**config.mk**
```make
export PLATFORM = sky130hd
export DESIGN_NAME = switch_ingress_classifier
export DESIGN_NICKNAME = d
export VERILOG_FILES = /design/src/hdl/classifier_pkg.sv /design/src/hdl/stp_gate.sv /design/src/hdl/traffic_class_map.sv /design/src/hdl/switch_ingress_classifier.sv
export SDC_FILE = /design/constraint.sdc
export NUM_CORES = 2
export LEC_CHECK = 0
export BUFFER_PORTS_ARGS = -buffer_cell sky130_fd_sc_hd__buf_2
export CORE_ASPECT_RATIO = 0.9
export CORE_MARGIN = 5
export CORE_UTILIZATION = 35
export DETAILED_ROUTE_END_ITERATION = 10
export GPL_ROUTABILITY_DRIVEN = 0
export PLACE_DENSITY_LB_ADDON = 0.12
export SYNTH_ARGS = -nofsm -noshare
export SYNTH_HDL_FRONTEND = slang
export SYNTH_HIERARCHICAL = 1
export SYNTH_SLANG_ARGS = --single-unit
```
**constraint.sdc**
```tcl
create_clock -name clk_sys -period 10.35 [get_ports clk_sys]
set_input_delay 0.5175 -clock clk_sys [delete_from_list [all_inputs] [get_ports clk_sys]]
set_output_delay 0.5175 -clock clk_sys [all_outputs]
set_load 0.05 [all_outputs]
```
**src/hdl/classifier_pkg.sv**
```systemverilog
// constants and types shared by the ingress classifier
// Summary of operation
// - non-static priorities pass traffic class table
// - static address table priority picks queue directly
// - default priority from default VID entry bits
// - IP precedence is top three TOS bits
// - DS table indexed by upper six bits
// - DS table not cleared; host fills first
// - tagged priority translated per ingress port
// - sixteen VLAN entries with VID, member, untag
// - entry layout VID, then untag/member pairs
// - valid tagged VID searches VLAN table
// - absent VID gives empty membership, filtered on address miss or with membership check
// - empty membership plus address miss filters
// - untagged or VID 0 uses port default
// - membership checks; untag only hybrid ports
// - two-bit state per port, host written
// - non-forwarding states discard and block
// - learning off in blocking and listening
// - forwarding state passes traffic normally
// - static plus aging entry bypasses state checks
package classifier_pkg;
    localparam int NUM_PORTS      = 3;
    localparam int VLAN_ENTRIES   = 16;
    localparam int VID_W          = 12;
    localparam int PRIO_W         = 3;
    localparam int QUEUE_W        = 2;
    localparam int DS_W           = 6;
    localparam int DS_PER_WORD    = 8;
    localparam int ENTRY_W        = 18;
    localparam int VID_LSB        = 0;
    localparam int UNTAG_LSB      = 12;
    localparam int MEMBER_LSB     = 13;
    localparam int PORT_FIELD_STEP = 2;
    localparam logic [11:0] VID_NULL = 12'h000;
    localparam logic [11:0] VID_RSVD = 12'hFFF;
    // register offsets
    localparam logic [7:0] ADDR_GLOBAL_CFG  = 8'h00;
    localparam logic [7:0] ADDR_STP_STATE   = 8'h04;
    localparam logic [7:0] ADDR_TC_TABLE    = 8'h08;
    localparam logic [7:0] ADDR_HYBRID      = 8'h0C;
    localparam logic [7:0] ADDR_REGEN_BASE  = 8'h10;
    localparam logic [7:0] ADDR_REGEN_1     = 8'h14;
    localparam logic [7:0] ADDR_REGEN_2     = 8'h18;
    localparam logic [7:0] ADDR_PORT_DEFAULT_VLAN_ID_BASE   = 8'h20;
    localparam logic [7:0] ADDR_PORT_DEFAULT_VLAN_ID_1      = 8'h24;
    localparam logic [7:0] ADDR_PORT_DEFAULT_VLAN_ID_2      = 8'h28;
    localparam logic [7:0] ADDR_VLAN_BASE   = 8'h40;
    localparam logic [7:0] ADDR_DS_BASE     = 8'h80;
    localparam logic [7:0] ADDR_STATUS      = 8'hC0;
    // global config fields
    localparam int CFG_SRC_LSB   = 0;
    localparam int CFG_STATIC_EN = 3;
    localparam int CFG_MEMB_CHK  = 4;
    localparam int CFG_VLAN_EN   = 5;
    localparam logic [31:0] CFG_RESET       = 32'h00000000;
    localparam logic [15:0] TC_RESET        = 16'hFA50;
    localparam logic [23:0] REGEN_RESET     = 24'hFAC688;
    localparam logic [5:0]  STP_RESET       = 6'h00;
    typedef enum logic [1:0] {
        STP_FORWARD  = 2'b00,
        STP_BLOCK    = 2'b01,
        STP_LEARN    = 2'b10,
        STP_LISTEN   = 2'b11
    } stp_state_e;
    typedef enum logic [2:0] {
        SRC_DEFAULT,
        SRC_IP_PREC,
        SRC_DS,
        SRC_VLAN
    } prio_src_e;
endpackage

```
**src/hdl/stp_gate.sv**
```systemverilog
// spanning tree decision for one port
`timescale 1ns/1ps
module stp_gate
    import classifier_pkg::*;
(
    // state
    input  wire logic [1:0] state,
    // decisions
    output logic            pass,
    output logic            learn
);
    always_comb begin
        pass  = (state == STP_FORWARD);
        learn = (state == STP_FORWARD) || (state == STP_LEARN);
    end
endmodule

```
**src/hdl/traffic_class_map.sv**
```systemverilog
// eight-entry priority to queue map
`timescale 1ns/1ps
module traffic_class_map
    import classifier_pkg::*;
(
    // table
    input  wire logic [15:0]        table_bits,
    // lookup
    input  wire logic [PRIO_W-1:0]  prio,
    output logic      [QUEUE_W-1:0] queue
);
    always_comb begin
        queue = table_bits[{prio, 1'b0} +: QUEUE_W];
    end
endmodule

```
**src/hdl/switch_ingress_classifier.sv**
```systemverilog
// ingress priority, VLAN and spanning tree classifier
//
// Implementation choices: the placing of the registers and strobed register access.
`timescale 1ns/1ps
module switch_ingress_classifier
    import classifier_pkg::*;
(
    // clock and reset
    input  wire logic                 clk_sys,
    input  wire logic                 sys_rst,
    // register port
    input  wire logic [7:0]           reg_addr,
    input  wire logic [31:0]          reg_wdata,
    input  wire logic                 reg_wr,
    input  wire logic                 reg_rd,
    output logic      [31:0]          reg_rdata,
    // frame descriptor in
    input  wire logic                 frm_valid,
    input  wire logic [1:0]           frm_src_port,
    input  wire logic                 frm_tagged,
    input  wire logic [VID_W-1:0]     frm_vid,
    input  wire logic [PRIO_W-1:0]    frm_tag_prio,
    input  wire logic                 frm_is_ipv4,
    input  wire logic                 frm_is_ipv6,
    input  wire logic [7:0]           frm_tos,
    input  wire logic                 frm_da_hit,
    input  wire logic                 frm_da_static,
    input  wire logic                 frm_da_age,
    input  wire logic [QUEUE_W-1:0]   frm_da_prio,
    input  wire logic [NUM_PORTS-1:0] frm_da_ports,
    // classification result
    output logic                      res_valid,
    output logic [QUEUE_W-1:0]        res_queue,
    output logic [VID_W-1:0]          res_vid,
    output logic [PRIO_W-1:0]         res_prio,
    output logic [NUM_PORTS-1:0]      res_member,
    output logic [NUM_PORTS-1:0]      res_untag,
    output logic [NUM_PORTS-1:0]      res_dest,
    output logic                      res_drop,
    output logic                      res_learn
);
    typedef struct packed {
        logic [31:0]            cfg;
        logic [5:0]             stp;
        logic [15:0]            tc;
        logic [NUM_PORTS-1:0]   hybrid;
        logic [23:0]            regen_0;
        logic [23:0]            regen_1;
        logic [23:0]            regen_2;
        logic [14:0]            port_default_vlan_id_0;
        logic [14:0]            port_default_vlan_id_1;
        logic [14:0]            port_default_vlan_id_2;
        logic [31:0]            rdata;
        logic                   valid;
        logic [QUEUE_W-1:0]     queue;
        logic [VID_W-1:0]       vid;
        logic [PRIO_W-1:0]      prio;
        logic [NUM_PORTS-1:0]   member;
        logic [NUM_PORTS-1:0]   untag;
        logic [NUM_PORTS-1:0]   dest;
        logic                   drop;
        logic                   learn;
        logic [7:0]             drop_cnt;
    } state_s;

    state_s state_q;
    state_s state_d;

    // tables kept outside the struct; only the VLAN valid flags reset, the rest on purpose not
    logic [ENTRY_W-1:0] vlan_table_q [VLAN_ENTRIES];
    logic               vlan_valid_q [VLAN_ENTRIES];
    logic [PRIO_W-1:0]  ds_table_q   [64];

    function automatic logic [14:0] pick_port_default_vlan_id(input logic [1:0] port, input state_s s);
        logic [14:0] r;
        r = s.port_default_vlan_id_0;
        if (port == 2'd1) begin
            r = s.port_default_vlan_id_1;
        end else if (port == 2'd2) begin
            r = s.port_default_vlan_id_2;
        end
        return r;
    endfunction

    function automatic logic [23:0] pick_regen(input logic [1:0] port, input state_s s);
        logic [23:0] r;
        r = s.regen_0;
        if (port == 2'd1) begin
            r = s.regen_1;
        end else if (port == 2'd2) begin
            r = s.regen_2;
        end
        return r;
    endfunction

    function automatic logic [NUM_PORTS-1:0] port_bit(input logic [1:0] port);
        return NUM_PORTS'(1) << port;
    endfunction

    // one flag per port, two bits apart
    function automatic logic [NUM_PORTS-1:0] entry_ports(input logic [ENTRY_W-1:0] e, input int lsb);
        logic [NUM_PORTS-1:0] r;
        for (int p = 0; p < NUM_PORTS; p++) begin
            r[p] = e[lsb + PORT_FIELD_STEP*p];
        end
        return r;
    endfunction

    function automatic logic is_vlan_addr(input logic [7:0] a);
        return a[7:6] == ADDR_VLAN_BASE[7:6];
    endfunction

    // eight DS entries per word: all 64 reachable
    function automatic logic is_ds_addr(input logic [7:0] a);
        return a[7:5] == ADDR_DS_BASE[7:5];
    endfunction

    // spanning tree per port
    logic [NUM_PORTS-1:0] port_pass;
    logic [NUM_PORTS-1:0] port_learn;
    for (genvar p = 0; p < NUM_PORTS; p++) begin : g_stp
        stp_gate u_stp (
            .state (state_q.stp[2*p +: 2]),
            .pass  (port_pass[p]),
            .learn (port_learn[p])
        );
    end

    // priority selection
    logic [14:0]       port_default_vlan_id_entry;
    logic [23:0]       regen_row;
    logic [PRIO_W-1:0] sel_prio;
    logic [QUEUE_W-1:0] tc_queue;
    logic              use_default;
    logic [VID_W-1:0]  eff_vid;
    prio_src_e         src_sel;

    always_comb begin
        port_default_vlan_id_entry  = pick_port_default_vlan_id(frm_src_port, state_q);
        regen_row   = pick_regen(frm_src_port, state_q);
        use_default = !frm_tagged || (frm_vid == VID_NULL);
        eff_vid     = use_default ? port_default_vlan_id_entry[VID_W-1:0] : frm_vid;
        src_sel     = prio_src_e'(state_q.cfg[CFG_SRC_LSB +: 3]);
        sel_prio    = port_default_vlan_id_entry[14:12];
        case (src_sel)
            SRC_IP_PREC: begin
                if (frm_is_ipv4) begin
                    sel_prio = frm_tos[7:5];
                end
            end
            SRC_DS: begin
                if (frm_is_ipv4 || frm_is_ipv6) begin
                    sel_prio = ds_table_q[frm_tos[7:2]];
                end
            end
            // row holds three bits per tagged priority
            SRC_VLAN: begin
                if (!use_default) begin
                    sel_prio = regen_row[{frm_tag_prio, 1'b0} + {2'b00, frm_tag_prio} +: PRIO_W];
                end
            end
            default: begin
                sel_prio = port_default_vlan_id_entry[14:12];
            end
        endcase
    end

    traffic_class_map u_tc (
        .table_bits (state_q.tc),
        .prio       (sel_prio),
        .queue      (tc_queue)
    );

    // VLAN search
    logic [NUM_PORTS-1:0] vl_member;
    logic [NUM_PORTS-1:0] vl_untag;
    logic                 vl_hit;
    always_comb begin
        vl_member = '0;
        vl_untag  = '0;
        vl_hit    = 1'b0;
        if (eff_vid != VID_NULL && eff_vid != VID_RSVD) begin
            for (int i = 0; i < VLAN_ENTRIES; i++) begin
                if (vlan_valid_q[i] && vlan_table_q[i][VID_LSB +: VID_W] == eff_vid && !vl_hit) begin
                    vl_hit    = 1'b1;
                    vl_untag  = entry_ports(vlan_table_q[i], UNTAG_LSB);
                    vl_member = entry_ports(vlan_table_q[i], MEMBER_LSB);
                end
            end
        end
        // a miss leaves membership empty: foreign VLAN
    end

    // register decode and result
    logic [3:0] widx;
    logic       stp_bypass;
    logic       vlan_en;
    logic [NUM_PORTS-1:0] dest_raw;
    logic [NUM_PORTS-1:0] dest_ok;
    logic       drop_now;
    logic       src_ok;
    always_comb begin
        state_d    = state_q;
        widx       = reg_addr[5:2];
        vlan_en    = state_q.cfg[CFG_VLAN_EN];
        stp_bypass = frm_da_hit && frm_da_static && frm_da_age;
        src_ok     = int'(frm_src_port) < NUM_PORTS;
        // an address miss floods every port except the source; with VLAN on, only the member ports
        dest_raw   = frm_da_hit ? frm_da_ports : ~port_bit(frm_src_port);
        dest_raw   = dest_raw & ~port_bit(frm_src_port);
        if (vlan_en && !frm_da_hit) begin
            dest_raw = dest_raw & vl_member;
        end
        dest_ok = stp_bypass ? dest_raw : (dest_raw & port_pass);
        drop_now = 1'b0;
        if (!stp_bypass && !port_pass[frm_src_port]) begin
            drop_now = 1'b1;
        end
        if (vlan_en && state_q.cfg[CFG_MEMB_CHK] && !vl_member[frm_src_port]) begin
            drop_now = 1'b1;
        end
        if (vlan_en && !frm_da_hit && (vl_member == '0)) begin
            drop_now = 1'b1;
        end
        if (dest_ok == '0) begin
            drop_now = 1'b1;
        end
        // no port 3: drop rather than index past the vectors
        if (!src_ok) begin
            drop_now = 1'b1;
        end
        state_d.valid = frm_valid;
        if (frm_valid) begin
            // static address priority skips the class table
            state_d.queue = (state_q.cfg[CFG_STATIC_EN] && frm_da_hit && frm_da_static)
                            ? frm_da_prio : tc_queue;
            state_d.vid    = eff_vid;
            state_d.prio   = sel_prio;
            state_d.member = vl_member;
            state_d.untag  = vl_untag & state_q.hybrid;
            state_d.dest   = drop_now ? '0 : dest_ok;
            state_d.drop   = drop_now;
            state_d.learn  = src_ok && port_learn[frm_src_port];
            // drop count sticks at its top instead of wrapping
            if (drop_now && state_q.drop_cnt != 8'hFF) begin
                state_d.drop_cnt = state_q.drop_cnt + 8'h01;
            end
        end
        if (reg_wr) begin
            case (reg_addr)
                ADDR_GLOBAL_CFG: state_d.cfg    = reg_wdata;
                ADDR_STP_STATE:  state_d.stp    = reg_wdata[5:0];
                ADDR_TC_TABLE:   state_d.tc     = reg_wdata[15:0];
                ADDR_HYBRID:     state_d.hybrid = reg_wdata[NUM_PORTS-1:0];
                ADDR_REGEN_BASE: state_d.regen_0 = reg_wdata[23:0];
                ADDR_REGEN_1:    state_d.regen_1 = reg_wdata[23:0];
                ADDR_REGEN_2:    state_d.regen_2 = reg_wdata[23:0];
                ADDR_PORT_DEFAULT_VLAN_ID_BASE:  state_d.port_default_vlan_id_0 = reg_wdata[14:0];
                ADDR_PORT_DEFAULT_VLAN_ID_1:     state_d.port_default_vlan_id_1 = reg_wdata[14:0];
                ADDR_PORT_DEFAULT_VLAN_ID_2:     state_d.port_default_vlan_id_2 = reg_wdata[14:0];
                default: begin
                end
            endcase
        end
        state_d.rdata = 32'h00000000;
        // unmapped reads return zero
        if (reg_rd) begin
            case (reg_addr[7:6])
                2'b01: state_d.rdata = {13'h0000, vlan_valid_q[widx], vlan_table_q[widx]};
                2'b10: begin
                    for (int k = 0; k < DS_PER_WORD; k++) begin
                        if (is_ds_addr(reg_addr)) begin
                            state_d.rdata[PRIO_W*k +: PRIO_W] = ds_table_q[{reg_addr[4:2], 3'(k)}];
                        end
                    end
                end
                default: begin
                    case (reg_addr)
                        ADDR_GLOBAL_CFG: state_d.rdata = state_q.cfg;
                        ADDR_STP_STATE:  state_d.rdata = {26'h0000000, state_q.stp};
                        ADDR_TC_TABLE:   state_d.rdata = {16'h0000, state_q.tc};
                        ADDR_HYBRID:     state_d.rdata = {29'h00000000, state_q.hybrid};
                        ADDR_REGEN_BASE: state_d.rdata = {8'h00, state_q.regen_0};
                        ADDR_REGEN_1:    state_d.rdata = {8'h00, state_q.regen_1};
                        ADDR_REGEN_2:    state_d.rdata = {8'h00, state_q.regen_2};
                        ADDR_PORT_DEFAULT_VLAN_ID_BASE:  state_d.rdata = {17'h00000, state_q.port_default_vlan_id_0};
                        ADDR_PORT_DEFAULT_VLAN_ID_1:     state_d.rdata = {17'h00000, state_q.port_default_vlan_id_1};
                        ADDR_PORT_DEFAULT_VLAN_ID_2:     state_d.rdata = {17'h00000, state_q.port_default_vlan_id_2};
                        ADDR_STATUS:     state_d.rdata = {21'h000000, port_learn, state_q.drop_cnt};
                        default:         state_d.rdata = 32'h00000000;
                    endcase
                end
            endcase
        end
    end

    always_ff @(posedge clk_sys or posedge sys_rst) begin
        if (sys_rst) begin
            state_q         <= '0;
            state_q.cfg     <= CFG_RESET;
            state_q.stp     <= STP_RESET;
            state_q.tc      <= TC_RESET;
            state_q.regen_0 <= REGEN_RESET;
            state_q.regen_1 <= REGEN_RESET;
            state_q.regen_2 <= REGEN_RESET;
        end else begin
            state_q <= state_d;
        end
    end

    // VLAN entries clear their valid flag at reset; DS table never does
    always_ff @(posedge clk_sys or posedge sys_rst) begin
        if (sys_rst) begin
            for (int i = 0; i < VLAN_ENTRIES; i++) begin
                vlan_valid_q[i] <= 1'b0;
            end
        end else if (reg_wr && is_vlan_addr(reg_addr)) begin
            vlan_valid_q[widx] <= reg_wdata[ENTRY_W];
        end
    end

    always_ff @(posedge clk_sys) begin
        if (reg_wr && is_vlan_addr(reg_addr)) begin
            vlan_table_q[widx] <= reg_wdata[ENTRY_W-1:0];
        end
        if (reg_wr && is_ds_addr(reg_addr)) begin
            for (int k = 0; k < DS_PER_WORD; k++) begin
                ds_table_q[{reg_addr[4:2], 3'(k)}] <= reg_wdata[PRIO_W*k +: PRIO_W];
            end
        end
    end

    assign reg_rdata  = state_q.rdata;
    assign res_valid  = state_q.valid;
    assign res_queue  = state_q.queue;
    assign res_vid    = state_q.vid;
    assign res_prio   = state_q.prio;
    assign res_member = state_q.member;
    assign res_untag  = state_q.untag;
    assign res_dest   = state_q.dest;
    assign res_drop   = state_q.drop;
    assign res_learn  = state_q.learn;
endmodule

```
# --- Yosys cells after proc, flatten, opt, wreduce, memory -nomap -nowiden ---
# Memory sizes are Yosys's and may differ from the RTL's.
# Cells that the tools add are included.
totals:
  ff_bits: 259
  latchBits: 0
  mem_bits_rw: 480
  mem_bits_ro: 0
  inputBits: 81
  output_inout_bits: 61
  word_cells: 295
  n_memories: 2
op_classes:
  addsub: 2
  n_mul: 0
  div: 0
  n_lt_le_gt_ge: 4
  n_eq_ne: 39
  n_shift: 3
  muxes: 111
  bitwise_logic: 6
  n_reduce_logical: 91
mem_list:
  columns: ["name", "depth", "width", "rd", "rd_ports_with_merged_regs", "write_ports", "line", "rtl"]
  rows:
  - ["vlan_table_q", 16, 18, 17, 0, 1, "switch_ingress_classifier.sv:70", "logic [ENTRY_W-1:0] vlan_table_q [VLAN_ENTRIES];"]
  - ["ds_table_q", 64, 3, 9, 0, 8, "switch_ingress_classifier.sv:72", "logic [PRIO_W-1:0] ds_table_q [64];"]
op_table:
  columns: ["operator", "count"]
  rows:
  - ["$pmux W32 S11", 1]
  - ["$eq A12 B12 Y1", 16]
  - ["$mux W3", 49]
  - ["$mux W24", 2]
  - ["$pmux W24 S2", 1]
  - ["$logic_and A1 B1 Y1", 46]
  - ["$mux W1", 45]
  - ["$mux W32", 1]
  - ["$mux W15", 2]
  - ["$eq A8 B5 Y1 const B", 3]
  - ["$eq A8 B6 Y1 const B", 3]
  - ["$shiftx A24 B6 Y3", 1]
  - ["$reduce_and A2 Y1", 11]
  - ["$logic_not A1 Y1", 20]
  - ["$bwmux W16", 1]
  - ["$eq A8 B4 Y1 const B", 2]
  - ["$shiftx A16 B5 Y2", 1]
  - ["$and A3 B3 Y3", 4]
  - ["$logic_not A12 Y1", 1]
  - ["$mux W12", 1]
  - ["$ne A12 B12 Y1 const B", 1]
  - ["$reduce_bool A12 Y1", 1]
  - ["$eq A2 B2 Y1 const B", 5]
  - ["$pmux W3 S3", 1]
  - ["26 further kinds", 37]

# --- Logic depth before layout (Yosys ltp) ---
depth:
  depth_word: 78
  mapped_depth: 23
  depth_no_buf: 18

# --- Hierarchy ---
# Netlist, hierarchy kept.
by_module_without_submodules:
  columns: ["module", "instances", "cells_each", "area_per_inst_um2", "seq_area_each_um2"]
  rows:
  - ["switch_ingress_classifier", 1, 2754, 38614.5, 20950.1]
  - ["traffic_class_map", 1, 6, 127.6, 0.0]
  - ["stp_gate", 3, 2, 7.5, 0.0]

# --- Least setup slack after synthesis ---
# Ideal clock, no wire load.
synth_timing:
  path_kind: "input to register"
  from: "in frm_vid[4]"
  to: "reg state_q[1] (netlist bit)"
  arrival_time_ns: 4.809
  setup_slack_ns: 5.414
  stages: 19
  path_buffers: 4
  path_cell_list: "buf_2 or4_4 o31ai_4 buf_6 a22oi_2 xnor2_1 or3_1 or4_1 clkbuf_1 a21oi_1 nor2_1 a2111oi_2 o221ai_2 a31oi_2 nor2_1 or3_1 buf_4 a21oi_1 mux2_1"
synth_via:
  elab_chain_len: 77
  elab_cells_between_ends: 132
  classes_between: "eq/ne (17); mux (56); bitwise (2); reduce/logical (57)"
synth_rtl:
  columns: ["element", "line", "rtl"]
  rows:
  - ["from (decl)", "switch_ingress_classifier.sv:21", "input wire logic [VID_W-1:0] frm_vid,"]
  - ["$logic_not A12 Y1", "switch_ingress_classifier.sv:141", "use_default = !frm_tagged || (frm_vid == VID_NULL);"]
  - ["$logic_or A1 B1 Y1", "switch_ingress_classifier.sv:141", null]
  - ["$mux W12 (*)", "switch_ingress_classifier.sv:142", "eff_vid = use_default ? port_default_vlan_id_entry[VID_W-1:0] : frm_vid;"]
  - ["$eq A12 B12 Y1", "switch_ingress_classifier.sv:184", "if (vlan_valid_q[i] && vlan_table_q[i][VID_LSB +: VID_W] == eff_vid && !vl_hit) begin"]
  - ["$logic_and A1 B1 Y1", "switch_ingress_classifier.sv:184", null]
  - ["$mux W1", "switch_ingress_classifier.sv:184", null]
  - ["$mux W1", "switch_ingress_classifier.sv:182", "if (eff_vid != VID_NULL && eff_vid != VID_RSVD) begin"]
  - ["$logic_not A1 Y1", "switch_ingress_classifier.sv:184", null]
  - ["(+61 left out)", null, null]
  - ["$logic_not A1 Y1", "switch_ingress_classifier.sv:219", "if (vlan_en && state_q.cfg[CFG_MEMB_CHK] && !vl_member[frm_src_port]) begin"]
  - ["$logic_and A1 B1 Y1", "switch_ingress_classifier.sv:219", null]
  - ["$mux W1", "switch_ingress_classifier.sv:219", null]
  - ["$mux W1", "switch_ingress_classifier.sv:222", "if (vlan_en && !frm_da_hit && (vl_member == '0)) begin"]
  - ["$mux W1 (*)", "switch_ingress_classifier.sv:225", "if (dest_ok == '0) begin"]
  - ["$mux W1 (*)", "switch_ingress_classifier.sv:229", "if (!src_ok) begin"]
  - ["$logic_and A1 B1 Y1 (*)", "switch_ingress_classifier.sv:245", "if (drop_now && state_q.drop_cnt != 8'hFF) begin"]
  - ["$reduce_and A2 Y1 (no source line) (*)", null, null]
  - ["to (signal assigned)", "switch_ingress_classifier.sv:307", "state_q <= state_d;"]
  - ["to (decl)", "switch_ingress_classifier.sv:66", "state_s state_q;"]
# Every way passes the cells marked *; elsewhere a longest branch is shown, timed or not. The select of a mux whose other input is x is not followed.
# A chain may end at the register's enable or synchronous reset.

# --- Final worst setup path ---
layout_timing:
  from: "in frm_tagged"
  to: "reg state_q[1] (netlist bit)"
layout_via:
  elab_chain_len: 77
  elab_cells_between_ends: 132
  classes_between: "eq/ne (17); mux (56); bitwise (2); reduce/logical (57)"
layout_rtl:
  columns: ["element", "line", "rtl"]
  rows:
  - ["from (decl)", "switch_ingress_classifier.sv:20", "input wire logic frm_tagged,"]
  - ["$logic_not A1 Y1 (*)", "switch_ingress_classifier.sv:141", null]
  - ["$logic_or A1 B1 Y1 (*)", "switch_ingress_classifier.sv:141", null]
  - ["$mux W12 (*)", "switch_ingress_classifier.sv:142", null]
  - ["$eq A12 B12 Y1", "switch_ingress_classifier.sv:184", null]
  - ["$logic_and A1 B1 Y1", "switch_ingress_classifier.sv:184", null]
  - ["$mux W1", "switch_ingress_classifier.sv:184", null]
  - ["$mux W1", "switch_ingress_classifier.sv:182", null]
  - ["$logic_not A1 Y1", "switch_ingress_classifier.sv:184", null]
  - ["(+61 left out)", null, null]
  - ["$logic_not A1 Y1", "switch_ingress_classifier.sv:219", null]
  - ["$logic_and A1 B1 Y1", "switch_ingress_classifier.sv:219", null]
  - ["$mux W1", "switch_ingress_classifier.sv:219", null]
  - ["$mux W1", "switch_ingress_classifier.sv:222", null]
  - ["$mux W1 (*)", "switch_ingress_classifier.sv:225", null]
  - ["$mux W1 (*)", "switch_ingress_classifier.sv:229", null]
  - ["$logic_and A1 B1 Y1 (*)", "switch_ingress_classifier.sv:245", null]
  - ["$reduce_and A2 Y1 (no source line) (*)", null, null]
# Marks and branches as above.

==> flow_summary.yaml <==
synthesis:
  ys_warn_count: 6
  synth_edf_count: 480
  synthDistinctLibCells: 109
  synthTopCellsByCount: "edfxtp_1 (480), mux2_2 (236), dfrtp_1 (215)"
  synth_ff_type: "edfxtp_1"
  syn-num-nets: 2855
  synth_seq_area_share: 0.5404
  synth_async_sr_flop_share: 0.3505
  syn_area_mm2: 0.03876
  yosysTopAreaCell: "edfxtp_1"
  synth_area_leaders: "edfxtp_1 (37%), dfrtp_1 (14%), mux4_2 (12%), mux2_2 (6.9%), dfstp_2 (3.0%)"
  synth.most_common_cell: "edfxtp_1"
  synth_area_per_cell_um2: 14.01
  ys_ff_latch: 739
  postSynthCellCount: 2766
  synth_top_area_frac: 0.3718
critical_path:
  critPathLaunchType: "input pin"
  crit_type: "in -> reg"
  critPathTopFamily: "compound AO/OA/AOI/OAI gates"
  end_kind: "flip-flop"
  cpPeakStageDelay_ns: 0.95
  worstPathMaxFanout: 30
  path_buf_inv: 4
  path_cells: "buf_2, buf_4, inv_2, a31oi_4, buf_4, o21a_1, xnor2_1, nor4_2, and3_1, or2_1, nor2_1, a2111oi_2, o221ai_2, a31oi_2, nor2_1, or3_1, a21oi_1, mux2_1"
  crit_slowest_cell: "nor4_2"
  worst-endpoint-required_ns: 10.88
  arrival_ns: 7.14
floorplan:
  core_region_area_mm2: 0.1096
  start_util: 0.3536
  die_area_mm2: 0.1175
  io-pin-count: 142
  fp.dieW_um: 360.8
  fp-row-count: 115
  die_h_um: 325.7
grt:
  grt_overflow: 0
  grt_pass1_vias: 26570
  grt_pass1_wl_mm: 204.0
  grt_max_degree: 75
  track_usage: 0.2398
  antenna_found_initial: 11
sta:
  setup_tns_ns: 0
  fin_crit_sh: 0.6382
  setup_viol: 0
  fin_ws_ns: 3.744
  slew-limit-headroom: 0.06929
  worst_pin_slew_ns: 1.383
  fin_worst_skew_ns: 0.05686
  whs_ns: 0.04392
  final_max_slew_viol_count: 0
  rsz0062_at_grt: "no"
  period_minus_slack_ns: 6.606
  hold_viol: 0
  fmax_ghz: 0.1514
clock_tree:
  clock-sinks: 739
  path_clk_slew_ns: 0.06
  clk_latency_ns: 0.71
  cts_htree_levels: 3
  clk_path_buf_depth: 3
  cts-root-buf: "clkbuf_16"
  cts_tree: "yes"
  cts_buffers: 85
drt:
  vias: 26660
  drtIter0Drc: 3505
  firstDrtPassIters: 6
  wl_per_cell_um: 33.30
  drc_errors: 0
  avgViaCountPerCell: 6.111
  antenna_left: 0
  wirelength_mm: 145.3
final_layout:
  area_delta_synth_final_pct: 12.76
  drive_gt1_frac: 0.3248
  design_area_mm2: 0.04371
  nNetsFinal: 2913
  seqCellArea_mm2: 0.02095
  multiInputGateArea_mm2: 0.01640
  num-fill-cells: 10140
  final_core_util: 0.3987
  post_layout_nonfiller_instances: 4362
power:
  power.total_mw: 7.323
  p_seq_frac: 0.453
  cellLeakagePower_nw: 15.79
  powerDensity_mw_per_mm2: 167.5
  ir_drop_mv: 0.1201
  swShare: 0.2653
  p_int_mw: 5.380
  p_comb_frac: 0.108
  p_sw_mw: 1.943
  clockPowerShare: 0.439
placement:
  dpl_worst_slack_ns: 3.345
  dpl.cell_count: 4198
  place_hpwl_mm: 100.2
  portBuffers: 139
  placed_area_mm2: 0.04065
run:
  timing.max_cap.violations: 0
hold_path:
  min-delay-path-class: "in -> reg"
status:
  status: "complete, no violations"
## repair_timing
| action | 4_1_cts | 5_1_grt |
|---|---|---|
| setup buffers | 0 | 0 |
| hold buffers | 1 | 0 |
| hold endpoints to repair | 64 | 0 |
| gates resized for setup | 0 | 0 |
## power by group through the flow
stage | logic [mW] | clock network, mW | registers [mW]
2_1_floorplan | 0.508 | 0 | 3.34
3_3_place_gp | 0.781 | 0 | 3.37
3_5_place_dp | 0.788 | 0 | 3.37
4_1_cts | 0.791 | 3.28 | 3.31
5_1_grt | 0.836 | 3.39 | 3.32
6_report | 0.792 | 3.21 | 3.32
## cells by family after synthesis
kind of cell / Yosys count / synth area share
AO/OA/AOI/OAI: 511 / 0.09673
XOR/XNOR: 166 / 0.03751
adder cells (fa/ha/maj): 8 / 0.002776
buffers and inverters: 294 / 0.03941
flip-flops: 739 / 0.5404
multiplexers: 518 / 0.2108
AND/OR/NAND/NOR: 530 / 0.07230
## path summary, 6_finish.rpt
path,start,endpoint,slack (ns),cells past startpoint
worst min register to register,state_q[237],reg_rdata[26],0.48,1
worst min-delay path,reg_wdata[29],state_q[240],0.04,2
worst max-delay path,frm_tagged,state_q[1],3.74,18
min in group asynchronous,sys_rst,res_prio[2],0.46,3
worst max register to register,state_q[99],state_q[1],4.12,15
max in group asynchronous,sys_rst,reg_rdata[3],7.60,5
## flip-flops by register name, summed over array words and instances, names as in the netlist
signal / count
ds_table_q: 192
reg_rdata: 32
res_dest: 3
res_drop: 1
res_learn: 1
res_member: 3
res_prio: 3
res_queue: 2
res_untag: 3
res_valid: 1
res_vid: 12
src_sel: 3
state_q: 179
vlan_table_q: 288
vlan_valid_q: 16
## routing by layer
layer / up-vias / wire (µm) / global-route usage
met2: 1421 / 63020 / 0.3534
met1: 13990 / 63900 / 0.3508
met3: 217 / 14640 / 0.06750
met5: - / 42 / 0
met4: 8 / 3660 / 0.05843
li1: 11020 / - / -
## placed cells by master, fill, tap and decap left out, drive strengths merged, types with 11 or more instances in the layout
| cell | Yosys | layout |
|---|---|---|
| o22a | 21 | 21 |
| nand4 | 23 | 23 |
| nand2 | 102 | 102 |
| o21ai | 85 | 85 |
| clkinv | 3 | 31 |
| mux2i | 70 | 70 |
| xor2 | 52 | 52 |
| inv | 50 | 55 |
| nand3 | 58 | 58 |
| nand2b | 20 | 20 |
| mux2 | 237 | 237 |
| dfstp | 44 | 44 |
| nor2b | 11 | 11 |
| a21oi | 76 | 76 |
| and2 | 14 | 14 |
| a22oi | 51 | 51 |
| xnor2 | 114 | 114 |
| nor2 | 157 | 157 |
| a211oi | 33 | 33 |
| a221oi | 38 | 38 |
| nor3 | 35 | 35 |
| buf | 142 | 211 |
| dfrtp | 215 | 215 |
| nor4 | 33 | 33 |
| and3 | 26 | 26 |
| clkbuf | 99 | 114 |
| mux4 | 211 | 211 |
| or3 | 13 | 13 |
| a222oi | 11 | 11 |
| edfxtp | 480 | 480 |
| o211ai | 11 | 11 |
| a22o | 20 | 20 |
| o221ai | 16 | 16 |
| o21a | 12 | 12 |
| o22ai | 47 | 47 |
| a31oi | 14 | 14 |
## final cells by class
type,count,share of cell area
Inverter,53,0.004723
Clock inverter,46,0.01351
Antenna cell,3,0.0001717
Clock buffer,114,0.05605
Timing Repair Buffer,212,0.02922
Tap cell,1462,0.04185
Sequential cell,739,0.4793
Multi-Input combinational cell,1733,0.3752
(Power assumes the default switching activity.)
